$ cat src/logic/ddrb_pkg.sv
// shared constants for the burst-of-two sram link
package ddrb_pkg;
   localparam int ADDR_W = 20;
   localparam int DATA_W = 36;
   // data bits in use: 36 for the wide variant, 18 for the narrow one
   localparam int USED_W = 36;
   // burst addresses held in the model array (low address bits only)
   localparam int MEM_BA_W = 5;
   localparam int CLK_PERIOD_NS = 25;
   localparam int K_PERIOD_NS = 400;
   localparam int KPER = K_PERIOD_NS / CLK_PERIOD_NS;
   localparam int KHALF = KPER / 2;
   localparam int BYPASS_FMAX_MHZ = 167;
   localparam int K_FREQ_KHZ = 1000000 / K_PERIOD_NS;
   localparam logic [3:0] DIV_LAST = 4'(KPER - 1);
   localparam logic [3:0] DIV_FALL = 4'(KHALF - 1);
   localparam logic [3:0] SLOT_RISE_PREP = 4'hC;
   localparam logic [3:0] SLOT_FALL_PREP = 4'h4;
   // pipe index where a read enters, counted in clock half-edges
   localparam logic [2:0] PIPE_IN_DLL = 3'h0;
   localparam logic [2:0] PIPE_IN_BYP = 3'h2;
   localparam int PIPE_W0 = 4;
   localparam int PIPE_W1 = 5;
   localparam int PIPE_LEN = 7;
   localparam int DLL_LOCK_KCYC = 1024;
   localparam logic [DATA_W-1:0] USED_MASK = DATA_W'((37'h1 << USED_W) - 37'h1);
endpackage

$ cat src/logic/ddrb_link_if.sv
// pin bundle between the memory end and the controller end
`timescale 1ns/1ps
interface ddrb_link_if;
   import ddrb_pkg::*;
   logic input_timing_pos;
   logic input_timing_neg;
   logic read_select_n;
   logic write_select_n;
   logic dll_bypass_n;
   logic [ADDR_W-1:0] port_address;
   logic [DATA_W-1:0] write_bus;
   logic [DATA_W-1:0] fetch_bus;
   logic fetch_oe;
   logic echo_timing_pos;
   logic echo_timing_neg;
   logic output_valid_flag;
   modport mem (
      input input_timing_pos, input_timing_neg, read_select_n, write_select_n,
      input dll_bypass_n, port_address, write_bus,
      output fetch_bus, fetch_oe, echo_timing_pos, echo_timing_neg, output_valid_flag
   );
   modport ctl (
      output input_timing_pos, input_timing_neg, read_select_n, write_select_n,
      output dll_bypass_n, port_address, write_bus,
      input fetch_bus, fetch_oe, echo_timing_pos, echo_timing_neg, output_valid_flag
   );
endinterface

$ cat src/logic/ddrb_mem_end.sv
// memory end: samples the input clock pair and serves read and write bursts
`timescale 1ns/1ps
// Functional notes
// - control and read address on pos rise, write address on neg rise, data both rises
// - controller drives neg as complement of pos
// - echo clocks toggle always, even bus off
// - echo edges aligned with read data changes
// - bypass low: skip loop, forget lock
// - bypass high: loop locks after lock time
// - bypassed loop gives one-cycle read latency; model gives 1.5 cycles, one less than the 2.5 with the loop
// - valid flag marks data, aligned to echo
// - address taken only when a select low
// - narrow variant uses write bits 0-17
// - narrow variant drives fetch bits 0-17
// - fetch bus driven only for reads
// - write select low starts write cycle
// - read select low starts read cycle
// - reads at most every other cycle
// - word0 on neg rise, word1 next pos
// - write word0 with select, address later
// - read of last write returns buffer
module ddrb_mem_end
   import ddrb_pkg::*;
#(
   parameter int LOCK_KCYC = DLL_LOCK_KCYC
) (
   input wire logic clock_i,
   input wire logic sys_rst_i,
   ddrb_link_if.mem lk,
   output logic dll_locked_o
);
   localparam int IN_W = 5 + ADDR_W + DATA_W;
   // idle pin levels: selects and bypass high, so reset leaves no false bypass
   localparam logic [IN_W-1:0] IN_IDLE = {5'b00111, {(ADDR_W + DATA_W){1'b0}}};

   logic [IN_W-1:0] s1_r;
   logic [IN_W-1:0] s2_r;
   logic [IN_W-1:0] s3_r;
   logic k_lvl_r;
   logic kn_lvl_r;
   logic byp_n_lvl_r;
   logic k_rise;
   logic kn_rise;
   logic half_edge;
   logic rd_n_s;
   logic wr_n_s;
   logic [ADDR_W-1:0] addr_s;
   logic [DATA_W-1:0] data_s;
   logic [PIPE_LEN-1:0] pv_r;
   logic [ADDR_W-1:0] pa_r [PIPE_LEN];
   logic wr_pend_r;
   logic [DATA_W-1:0] w0_r;
   logic wb_vld_r;
   logic [ADDR_W-1:0] wb_addr_r;
   logic [DATA_W-1:0] wb_d0_r;
   logic [DATA_W-1:0] wb_d1_r;
   logic [DATA_W-1:0] mem [2**(MEM_BA_W+1)];
   logic [15:0] lock_cnt_r;
   logic locked_r;
   logic cq_r;
   logic cqn_r;
   logic qv_r;
   logic oe_r;
   logic [DATA_W-1:0] q_r;

   // three-stage capture of every pin; stage three feeds the logic, stage two also feeds the clock and bypass level checks
   always_ff @(posedge clock_i) begin
      if (sys_rst_i) begin
         s1_r <= IN_IDLE;
         s2_r <= IN_IDLE;
         s3_r <= IN_IDLE;
      end else begin
         s1_r <= {lk.input_timing_pos, lk.input_timing_neg, lk.read_select_n,
                  lk.write_select_n, lk.dll_bypass_n, lk.port_address, lk.write_bus};
         s2_r <= s1_r;
         s3_r <= s2_r;
      end
   end

   assign rd_n_s = s3_r[IN_W-3];
   assign wr_n_s = s3_r[IN_W-4];
   assign addr_s = s3_r[DATA_W +: ADDR_W];
   assign data_s = s3_r[DATA_W-1:0] & USED_MASK;

   // a clock level counts once stages two and three agree
   always_ff @(posedge clock_i) begin
      if (sys_rst_i) begin
         k_lvl_r <= 1'b0;
         kn_lvl_r <= 1'b0;
         byp_n_lvl_r <= 1'b1;
      end else begin
         if (s2_r[IN_W-1] == s3_r[IN_W-1]) begin
            k_lvl_r <= s3_r[IN_W-1];
         end
         if (s2_r[IN_W-2] == s3_r[IN_W-2]) begin
            kn_lvl_r <= s3_r[IN_W-2];
         end
         if (s2_r[IN_W-5] == s3_r[IN_W-5]) begin
            byp_n_lvl_r <= s3_r[IN_W-5];
         end
      end
   end

   // neg rise stands in for pos fall, valid since neg is the complement
   assign k_rise = (s2_r[IN_W-1] & s3_r[IN_W-1]) & ~k_lvl_r;
   assign kn_rise = (s2_r[IN_W-2] & s3_r[IN_W-2]) & ~kn_lvl_r;
   assign half_edge = k_rise | kn_rise;

   // loop lock model: counted in input clock periods
   always_ff @(posedge clock_i) begin
      if (sys_rst_i) begin
         lock_cnt_r <= '0;
         locked_r <= 1'b0;
      end else if (!byp_n_lvl_r) begin
         lock_cnt_r <= '0;
         locked_r <= 1'b0;
      end else if (k_rise && !locked_r) begin
         if (lock_cnt_r == 16'(LOCK_KCYC - 1)) begin
            locked_r <= 1'b1;
         end else begin
            lock_cnt_r <= lock_cnt_r + 16'h0001;
         end
      end
   end

   // read pipe in half-edges; bypass enters two half-edges further on
   always_ff @(posedge clock_i) begin
      if (sys_rst_i) begin
         pv_r <= '0;
         for (int i = 0; i < PIPE_LEN; i++) begin
            pa_r[i] <= '0;
         end
      end else if (half_edge) begin
         pv_r <= {pv_r[PIPE_LEN-2:0], 1'b0};
         for (int i = 1; i < PIPE_LEN; i++) begin
            pa_r[i] <= pa_r[i-1];
         end
         // reads two cycles apart never collide in the pipe
         if (k_rise && !rd_n_s) begin
            if (!byp_n_lvl_r) begin
               pv_r[PIPE_IN_BYP] <= 1'b1;
               pa_r[PIPE_IN_BYP] <= addr_s;
            end else begin
               pv_r[PIPE_IN_DLL] <= 1'b1;
               pa_r[PIPE_IN_DLL] <= addr_s;
            end
         end
      end
   end

   // write: word0 with select on pos rise, address and word1 on neg rise
   always_ff @(posedge clock_i) begin
      if (sys_rst_i) begin
         wr_pend_r <= 1'b0;
         w0_r <= '0;
         wb_vld_r <= 1'b0;
         wb_addr_r <= '0;
         wb_d0_r <= '0;
         wb_d1_r <= '0;
      end else if (k_rise) begin
         wr_pend_r <= ~wr_n_s;
         if (!wr_n_s) begin
            w0_r <= data_s;
         end
      end else if (kn_rise && wr_pend_r) begin
         wr_pend_r <= 1'b0;
         wb_vld_r <= 1'b1;
         wb_addr_r <= addr_s;
         wb_d0_r <= w0_r;
         wb_d1_r <= data_s;
      end
   end

   // buffered burst reaches the array only when the next one arrives
   always_ff @(posedge clock_i) begin
      if (kn_rise && wr_pend_r && wb_vld_r) begin
         mem[{wb_addr_r[MEM_BA_W-1:0], 1'b0}] <= wb_d0_r;
         mem[{wb_addr_r[MEM_BA_W-1:0], 1'b1}] <= wb_d1_r;
      end
   end

   function automatic logic [DATA_W-1:0] fetch_word(input logic [ADDR_W-1:0] a,
                                                     input logic beat);
      logic [DATA_W-1:0] w;
      w = mem[{a[MEM_BA_W-1:0], beat}];
      if (wb_vld_r && (wb_addr_r == a)) begin
         w = beat ? wb_d1_r : wb_d0_r;
      end
      return w & USED_MASK;
   endfunction

   // echo clocks follow every input edge, read or not
   always_ff @(posedge clock_i) begin
      if (sys_rst_i) begin
         cq_r <= 1'b0;
         cqn_r <= 1'b1;
      end else if (k_rise) begin
         cq_r <= 1'b1;
         cqn_r <= 1'b0;
      end else if (kn_rise) begin
         cq_r <= 1'b0;
         cqn_r <= 1'b1;
      end
   end

   // data, valid and enable change in the same cycle as the echo edge
   always_ff @(posedge clock_i) begin
      if (sys_rst_i) begin
         q_r <= '0;
         qv_r <= 1'b0;
         oe_r <= 1'b0;
      end else if (half_edge) begin
         if (pv_r[PIPE_W0]) begin
            q_r <= fetch_word(pa_r[PIPE_W0], 1'b0);
            qv_r <= 1'b1;
            oe_r <= 1'b1;
         end else if (pv_r[PIPE_W1]) begin
            q_r <= fetch_word(pa_r[PIPE_W1], 1'b1);
            qv_r <= 1'b1;
            oe_r <= 1'b1;
         end else begin
            qv_r <= 1'b0;
            oe_r <= 1'b0;
         end
      end
   end

   assign lk.fetch_bus = q_r;
   assign lk.fetch_oe = oe_r;
   assign lk.echo_timing_pos = cq_r;
   assign lk.echo_timing_neg = cqn_r;
   assign lk.output_valid_flag = qv_r;
   assign dll_locked_o = locked_r;
endmodule

$ cat src/flat_wrapper.sv
// flat-port wrapper written by rule: the top's interface ports become plain ports
module ddrb_mem_end_flat import ddrb_pkg::*;
#(
   parameter int LOCK_KCYC = DLL_LOCK_KCYC
)
  (clock_i, sys_rst_i, dll_locked_o, lk_input_timing_pos, lk_input_timing_neg, lk_read_select_n, lk_write_select_n, lk_dll_bypass_n, lk_port_address, lk_write_bus, lk_fetch_bus, lk_fetch_oe, lk_echo_timing_pos, lk_echo_timing_neg, lk_output_valid_flag);
  ddrb_link_if lk_i ();
  input wire logic clock_i;
  input wire logic sys_rst_i;
  output logic dll_locked_o;
  input wire logic [$bits(lk_i.input_timing_pos)-1:0] lk_input_timing_pos;
  input wire logic [$bits(lk_i.input_timing_neg)-1:0] lk_input_timing_neg;
  input wire logic [$bits(lk_i.read_select_n)-1:0] lk_read_select_n;
  input wire logic [$bits(lk_i.write_select_n)-1:0] lk_write_select_n;
  input wire logic [$bits(lk_i.dll_bypass_n)-1:0] lk_dll_bypass_n;
  input wire logic [$bits(lk_i.port_address)-1:0] lk_port_address;
  input wire logic [$bits(lk_i.write_bus)-1:0] lk_write_bus;
  output wire logic [$bits(lk_i.fetch_bus)-1:0] lk_fetch_bus;
  output wire logic [$bits(lk_i.fetch_oe)-1:0] lk_fetch_oe;
  output wire logic [$bits(lk_i.echo_timing_pos)-1:0] lk_echo_timing_pos;
  output wire logic [$bits(lk_i.echo_timing_neg)-1:0] lk_echo_timing_neg;
  output wire logic [$bits(lk_i.output_valid_flag)-1:0] lk_output_valid_flag;
  assign lk_i.input_timing_pos = lk_input_timing_pos;
  assign lk_i.input_timing_neg = lk_input_timing_neg;
  assign lk_i.read_select_n = lk_read_select_n;
  assign lk_i.write_select_n = lk_write_select_n;
  assign lk_i.dll_bypass_n = lk_dll_bypass_n;
  assign lk_i.port_address = lk_port_address;
  assign lk_i.write_bus = lk_write_bus;
  assign lk_fetch_bus = lk_i.fetch_bus;
  assign lk_fetch_oe = lk_i.fetch_oe;
  assign lk_echo_timing_pos = lk_i.echo_timing_pos;
  assign lk_echo_timing_neg = lk_i.echo_timing_neg;
  assign lk_output_valid_flag = lk_i.output_valid_flag;
  ddrb_mem_end #(.LOCK_KCYC(LOCK_KCYC)) u_core (.clock_i(clock_i), .sys_rst_i(sys_rst_i), .lk(lk_i), .dll_locked_o(dll_locked_o));
endmodule
$ cat config.mk
export PLATFORM = sky130hd
export DESIGN_NAME = ddrb_mem_end_flat
export DESIGN_NICKNAME = d
export VERILOG_FILES = /design/src/logic/ddrb_pkg.sv /design/src/logic/ddrb_link_if.sv /design/src/logic/ddrb_mem_end.sv /design/src/flat_wrapper.sv
export SDC_FILE = /design/constraint.sdc
export NUM_CORES = 2
export LEC_CHECK = 0
export BUFFER_PORTS_ARGS = -buffer_cell sky130_fd_sc_hd__buf_4
export CELL_PAD_IN_SITES_DETAIL_PLACEMENT = 2
export CELL_PAD_IN_SITES_GLOBAL_PLACEMENT = 2
export CORE_ASPECT_RATIO = 1.25
export CORE_MARGIN = 2
export CORE_UTILIZATION = 35
export DETAILED_ROUTE_END_ITERATION = 10
export GPL_TIMING_DRIVEN = 0
export PLACE_DENSITY = 0.67
export REMOVE_ABC_BUFFERS = 1
export SYNTH_ARGS = -nofsm -noshare
export SYNTH_HDL_FRONTEND = slang
export SYNTH_SLANG_ARGS = --single-unit
$ cat constraint.sdc
create_clock -name clock_i -period 6.1 [get_ports clock_i]
set_input_delay 0.305 -clock clock_i [delete_from_list [all_inputs] [get_ports clock_i]]
set_output_delay 0.305 -clock clock_i [all_outputs]
set_load 0.1 [all_outputs]
==> impl_results.md <==
- Outcome: complete, no violations
- Post-synthesis register bit count: 2802
- CP required: 6.85 ns
- Routed wire length per instance: 33.9 µm
- Max FO, Critical Path: 16
- Critical R2R Capture: u_core.lk.fetch_bus[27]
- IO Count: 104
- Peak supply drop: 0.223 mV
- Clock Tree Root: clkbuf_16
- Max Root-Sink Buffers: 4
- Aggregate routed wire length: 351000 µm
- Worst-path clk slew: 0.06 ns
- Core Rows: 225
- Most frequent cell after synthesis: edfxtp_1
- Layout cell share with drive strength beyond 1: 0.227
- Post-Place Worst Slack: 2.07 ns
- Crit-path max cell delay: about 0.60 ns
- Syn Area/Cell: around 19 µm²
- Htree depth: 5
- Area post-placement: approximately 120000 µm²
- Max Freq: 242 MHz
- Fill count: around 28000
- Pre-antenna DRT Iters: 5
- Pwr dens: 311 nW/µm²
- Vias in the first global route: 63700
- Detailed placement HPWL: 222000 µm
- Antenna violations before repair: 7
- PortBufs: 103
- Die height: a little over 600 µm
- CTS tree: done
- 1st-iter DRT viols: about 6300
- WP data arrival: 4.89 ns
- Reg-to-reg setup timing slack: a little under 2 ns
- Cts bufs inserted: 299
- Total track usage: 0.226
- CP startpoint kind: flop
- Synth area leader: edfxtp_1
- Relative slew slack: 0.0892
- Worst setup EP type: flop
- Worst-Margin Slew: 1.36 ns
- Pins Over Slew Limit: 0
- Cell with the most instances on the worst path: buf_16
- Global-route wire length before repair: around 500000 µm
- Setup violators final: 0
- Fraction of registers with async set/reset: 0
- Post_cts resized: 0
- Final hold viol count: 0
- Maxcap violations: 0
- Via count: 58300
- Routability congestion estimate: 0.686
- Post-route DRC: 0
- Hold path cells: 3
- Final net count: slightly above 6000
- Area Growth Syn to Fin: 21.0%
- Sequential element share of the synthesized area: 0.759
- Synth Warn #: 0
- CP Cell Sequence: buf_16 > buf_16 > buf_16 > buf_16 > buf_16 > nand2b_2 > a211oi_1 > o41ai_1 > a21oi_1 > o211ai_1 > o211ai_1 > a311oi_1
- Lkg Pwr: 41.4 nW
- CTS Hold Bufs: ~80
- Final Cycle Share: 0.678
- Worst skew pair latency: 0.87 ns
- Finished Cell Area: between 100000 and 150000 µm²
- Min-delay src: lk_read_select_n
- Top cells by count, synth: edfxtp_1 (2424), mux4_2 (460), dfxtp_1 (378)
- Slowest CP cell: o41ai_1
- Mapped Cells: 5671
- Vias per inst: roughly 5.6
- Setup CP Type: flop to flop
- Largest cells by area after synthesis: edfxtp_1 (69%), mux4_2 (9.8%), dfxtp_1 (7.1%), mux2i_1 (2.5%), nor2b_1 (1.4%)
- Full die area: 307000 µm²
- Post-Syn Area: 106000 µm²
- Top_reg_cell synth: edfxtp_1
- Antenna viol nets, final: 0
- Clock skew: 0.0505 ns
- Postcts setup bufs: 0
- Yosys top cell area share: 0.688
- Core Box Area: around 300000 µm²
- CP top delay family: compound AO/OA/AOI/OAI gates
- Die Wd: 496 µm
- Number of synthesized flops with an enable pin: 2424
- Largest net degree at the start of global routing: 124
- Setup TNS: 0 ns
- Clk sinks: around 2800
- Worst Hold Endpoint: u_core.s1_r[58]
- Unrepaired setup endpoints after global routing: false
- Post-synthesis cell type count: 58
- Buf/Inv on CP: 5
- Setup WS post-layout: 1.96 ns
- HP Class: input pin to flop
- Critical R2R Launch: u_core.pa_r[0][81]
- Worst reg2reg path depth: 12
- Total global routing overflow: 0
- Min Clock Period, post-route: about 4.1 ns
- Starting density of the core: 0.352
report_power, final:
part           leakage (nW)  internal [W]  switching [W]
registers              25.7        0.0206      0.0000444
logic                  11.1      0.000627       0.000643
clock network          4.61        0.0102        0.00775
layout by cell type (no fill, tap or decap), types with 27 or more instances in the layout:
| master | instances |
|---|---|
| nor2b_1 | 232 |
| xnor2_1 | 34 |
| dfxtp_1 | 377 |
| nor2_1 | 203 |
| nor2_4 | 36 |
| a221oi_1 | 57 |
| o211ai_1 | 105 |
| a21oi_1 | 154 |
| mux4_2 | 460 |
| edfxtp_1 | 2424 |
| a22oi_1 | 78 |
| clkbuf_16 | 307 |
| buf_4 | 104 |
| a31oi_1 | 27 |
| o21ai_0 | 31 |
| a211oi_1 | 54 |
| or3_1 | 36 |
| and2_1 | 100 |
| buf_12 | 149 |
| nor3_1 | 41 |
| mux2i_1 | 261 |
| buf_16 | 162 |
| clkbuf_8 | 27 |
| a311oi_1 | 33 |
| clkinv_1 | 45 |
| dlygate4sd3_1 | 82 |
| clkbuf_1 | 67 |
| mux2_2 | 53 |
| clkinv_2 | 40 |
| nand2_1 | 340 |
metrics by stage:
step	hold slack, ns	power, W	instances	utilization
floorplan	0.373	0.0219	5322	-
global placement	0.393	0.0224	9397	0.365
detailed placement	0.399	0.0223	9726	0.392
CTS	0.111	0.0402	10300	0.426
global route	0.144	0.0409	10300	0.426
finish	0.169	0.0399	10300	0.426
how the worst max path moves through the flow:
stage	startpoint	end	slack (ns)	depth (start not counted)
final	u_core.pa_r[0][81]	u_core.lk.fetch_bus[27]	1.96	12
after global routing	u_core.s3_r[59]	u_core.mem[63][9]	1.82	9
after CTS	u_core.s3_r[59]	u_core.mem[63][9]	1.95	9
after detailed placement	u_core.s3_r[59]	u_core.mem[63][7]	2.07	9
after global placement	u_core.pa_r[0][102]	u_core.lk.fetch_bus[34]	-20.99	7
after floorplan	u_core.pa_r[0][80]	u_core.lk.fetch_bus[10]	-6.47	7
cells by family after synthesis:
group                      count (synthesis)  share of synthesized area
AOI/OAI and AO/OA                        615                     0.0408
xor gates and xnor gates                  53                    0.00446
adders and majority gates                  3                   0.000355
buffers and inverters                    356                     0.0178
DFF                                     2802                      0.759
muxes                                    774                      0.128
and+or+nand+nor                         1068                     0.0491
final cells by class:
cell class	count	area (µm²)	share of cell area
multi-input combinational	2513	24000	0.187
clock inverter	133	1130	0.00884
sequential	2802	80400	0.627
timing repair buffer	514	9290	0.0725
clock buffer	402	8310	0.0649
tap	3972	4970	0.0388
inverter	7	26.3	0.000205
antenna	2	5.00	0.0000391
metal layers:
layer,track usage,up-vias,wire [µm]
met5,0,-,13
met4,0.0776,2,13000
met3,0.0312,662,20500
met2,0.391,2287,178000
met1,0.290,31800,139000
li1,-,23500,-
registers in the layout (all words and copies together), names as in the netlist, 6 cells and up:
register / cells
u_core.wb_d1_r: 36
u_core.s2_r: 61
u_core.wb_d0_r: 36
u_core.lk.fetch_bus: 36
u_core.mem: 2304
u_core.w0_r: 36
u_core.pa_r: 120
u_core.s3_r: 61
u_core.lock_cnt_r: 16
u_core.s1_r: 61
u_core.wb_addr_r: 20
u_core.pv_r: 6
tightest hold or removal path, cell delays in order:
cell and delay (ns):
dlygate4sd3_1 0.53, buf_4 0.09, or2_2 0.08
Note: power is estimated with default switching activity, not from simulation.
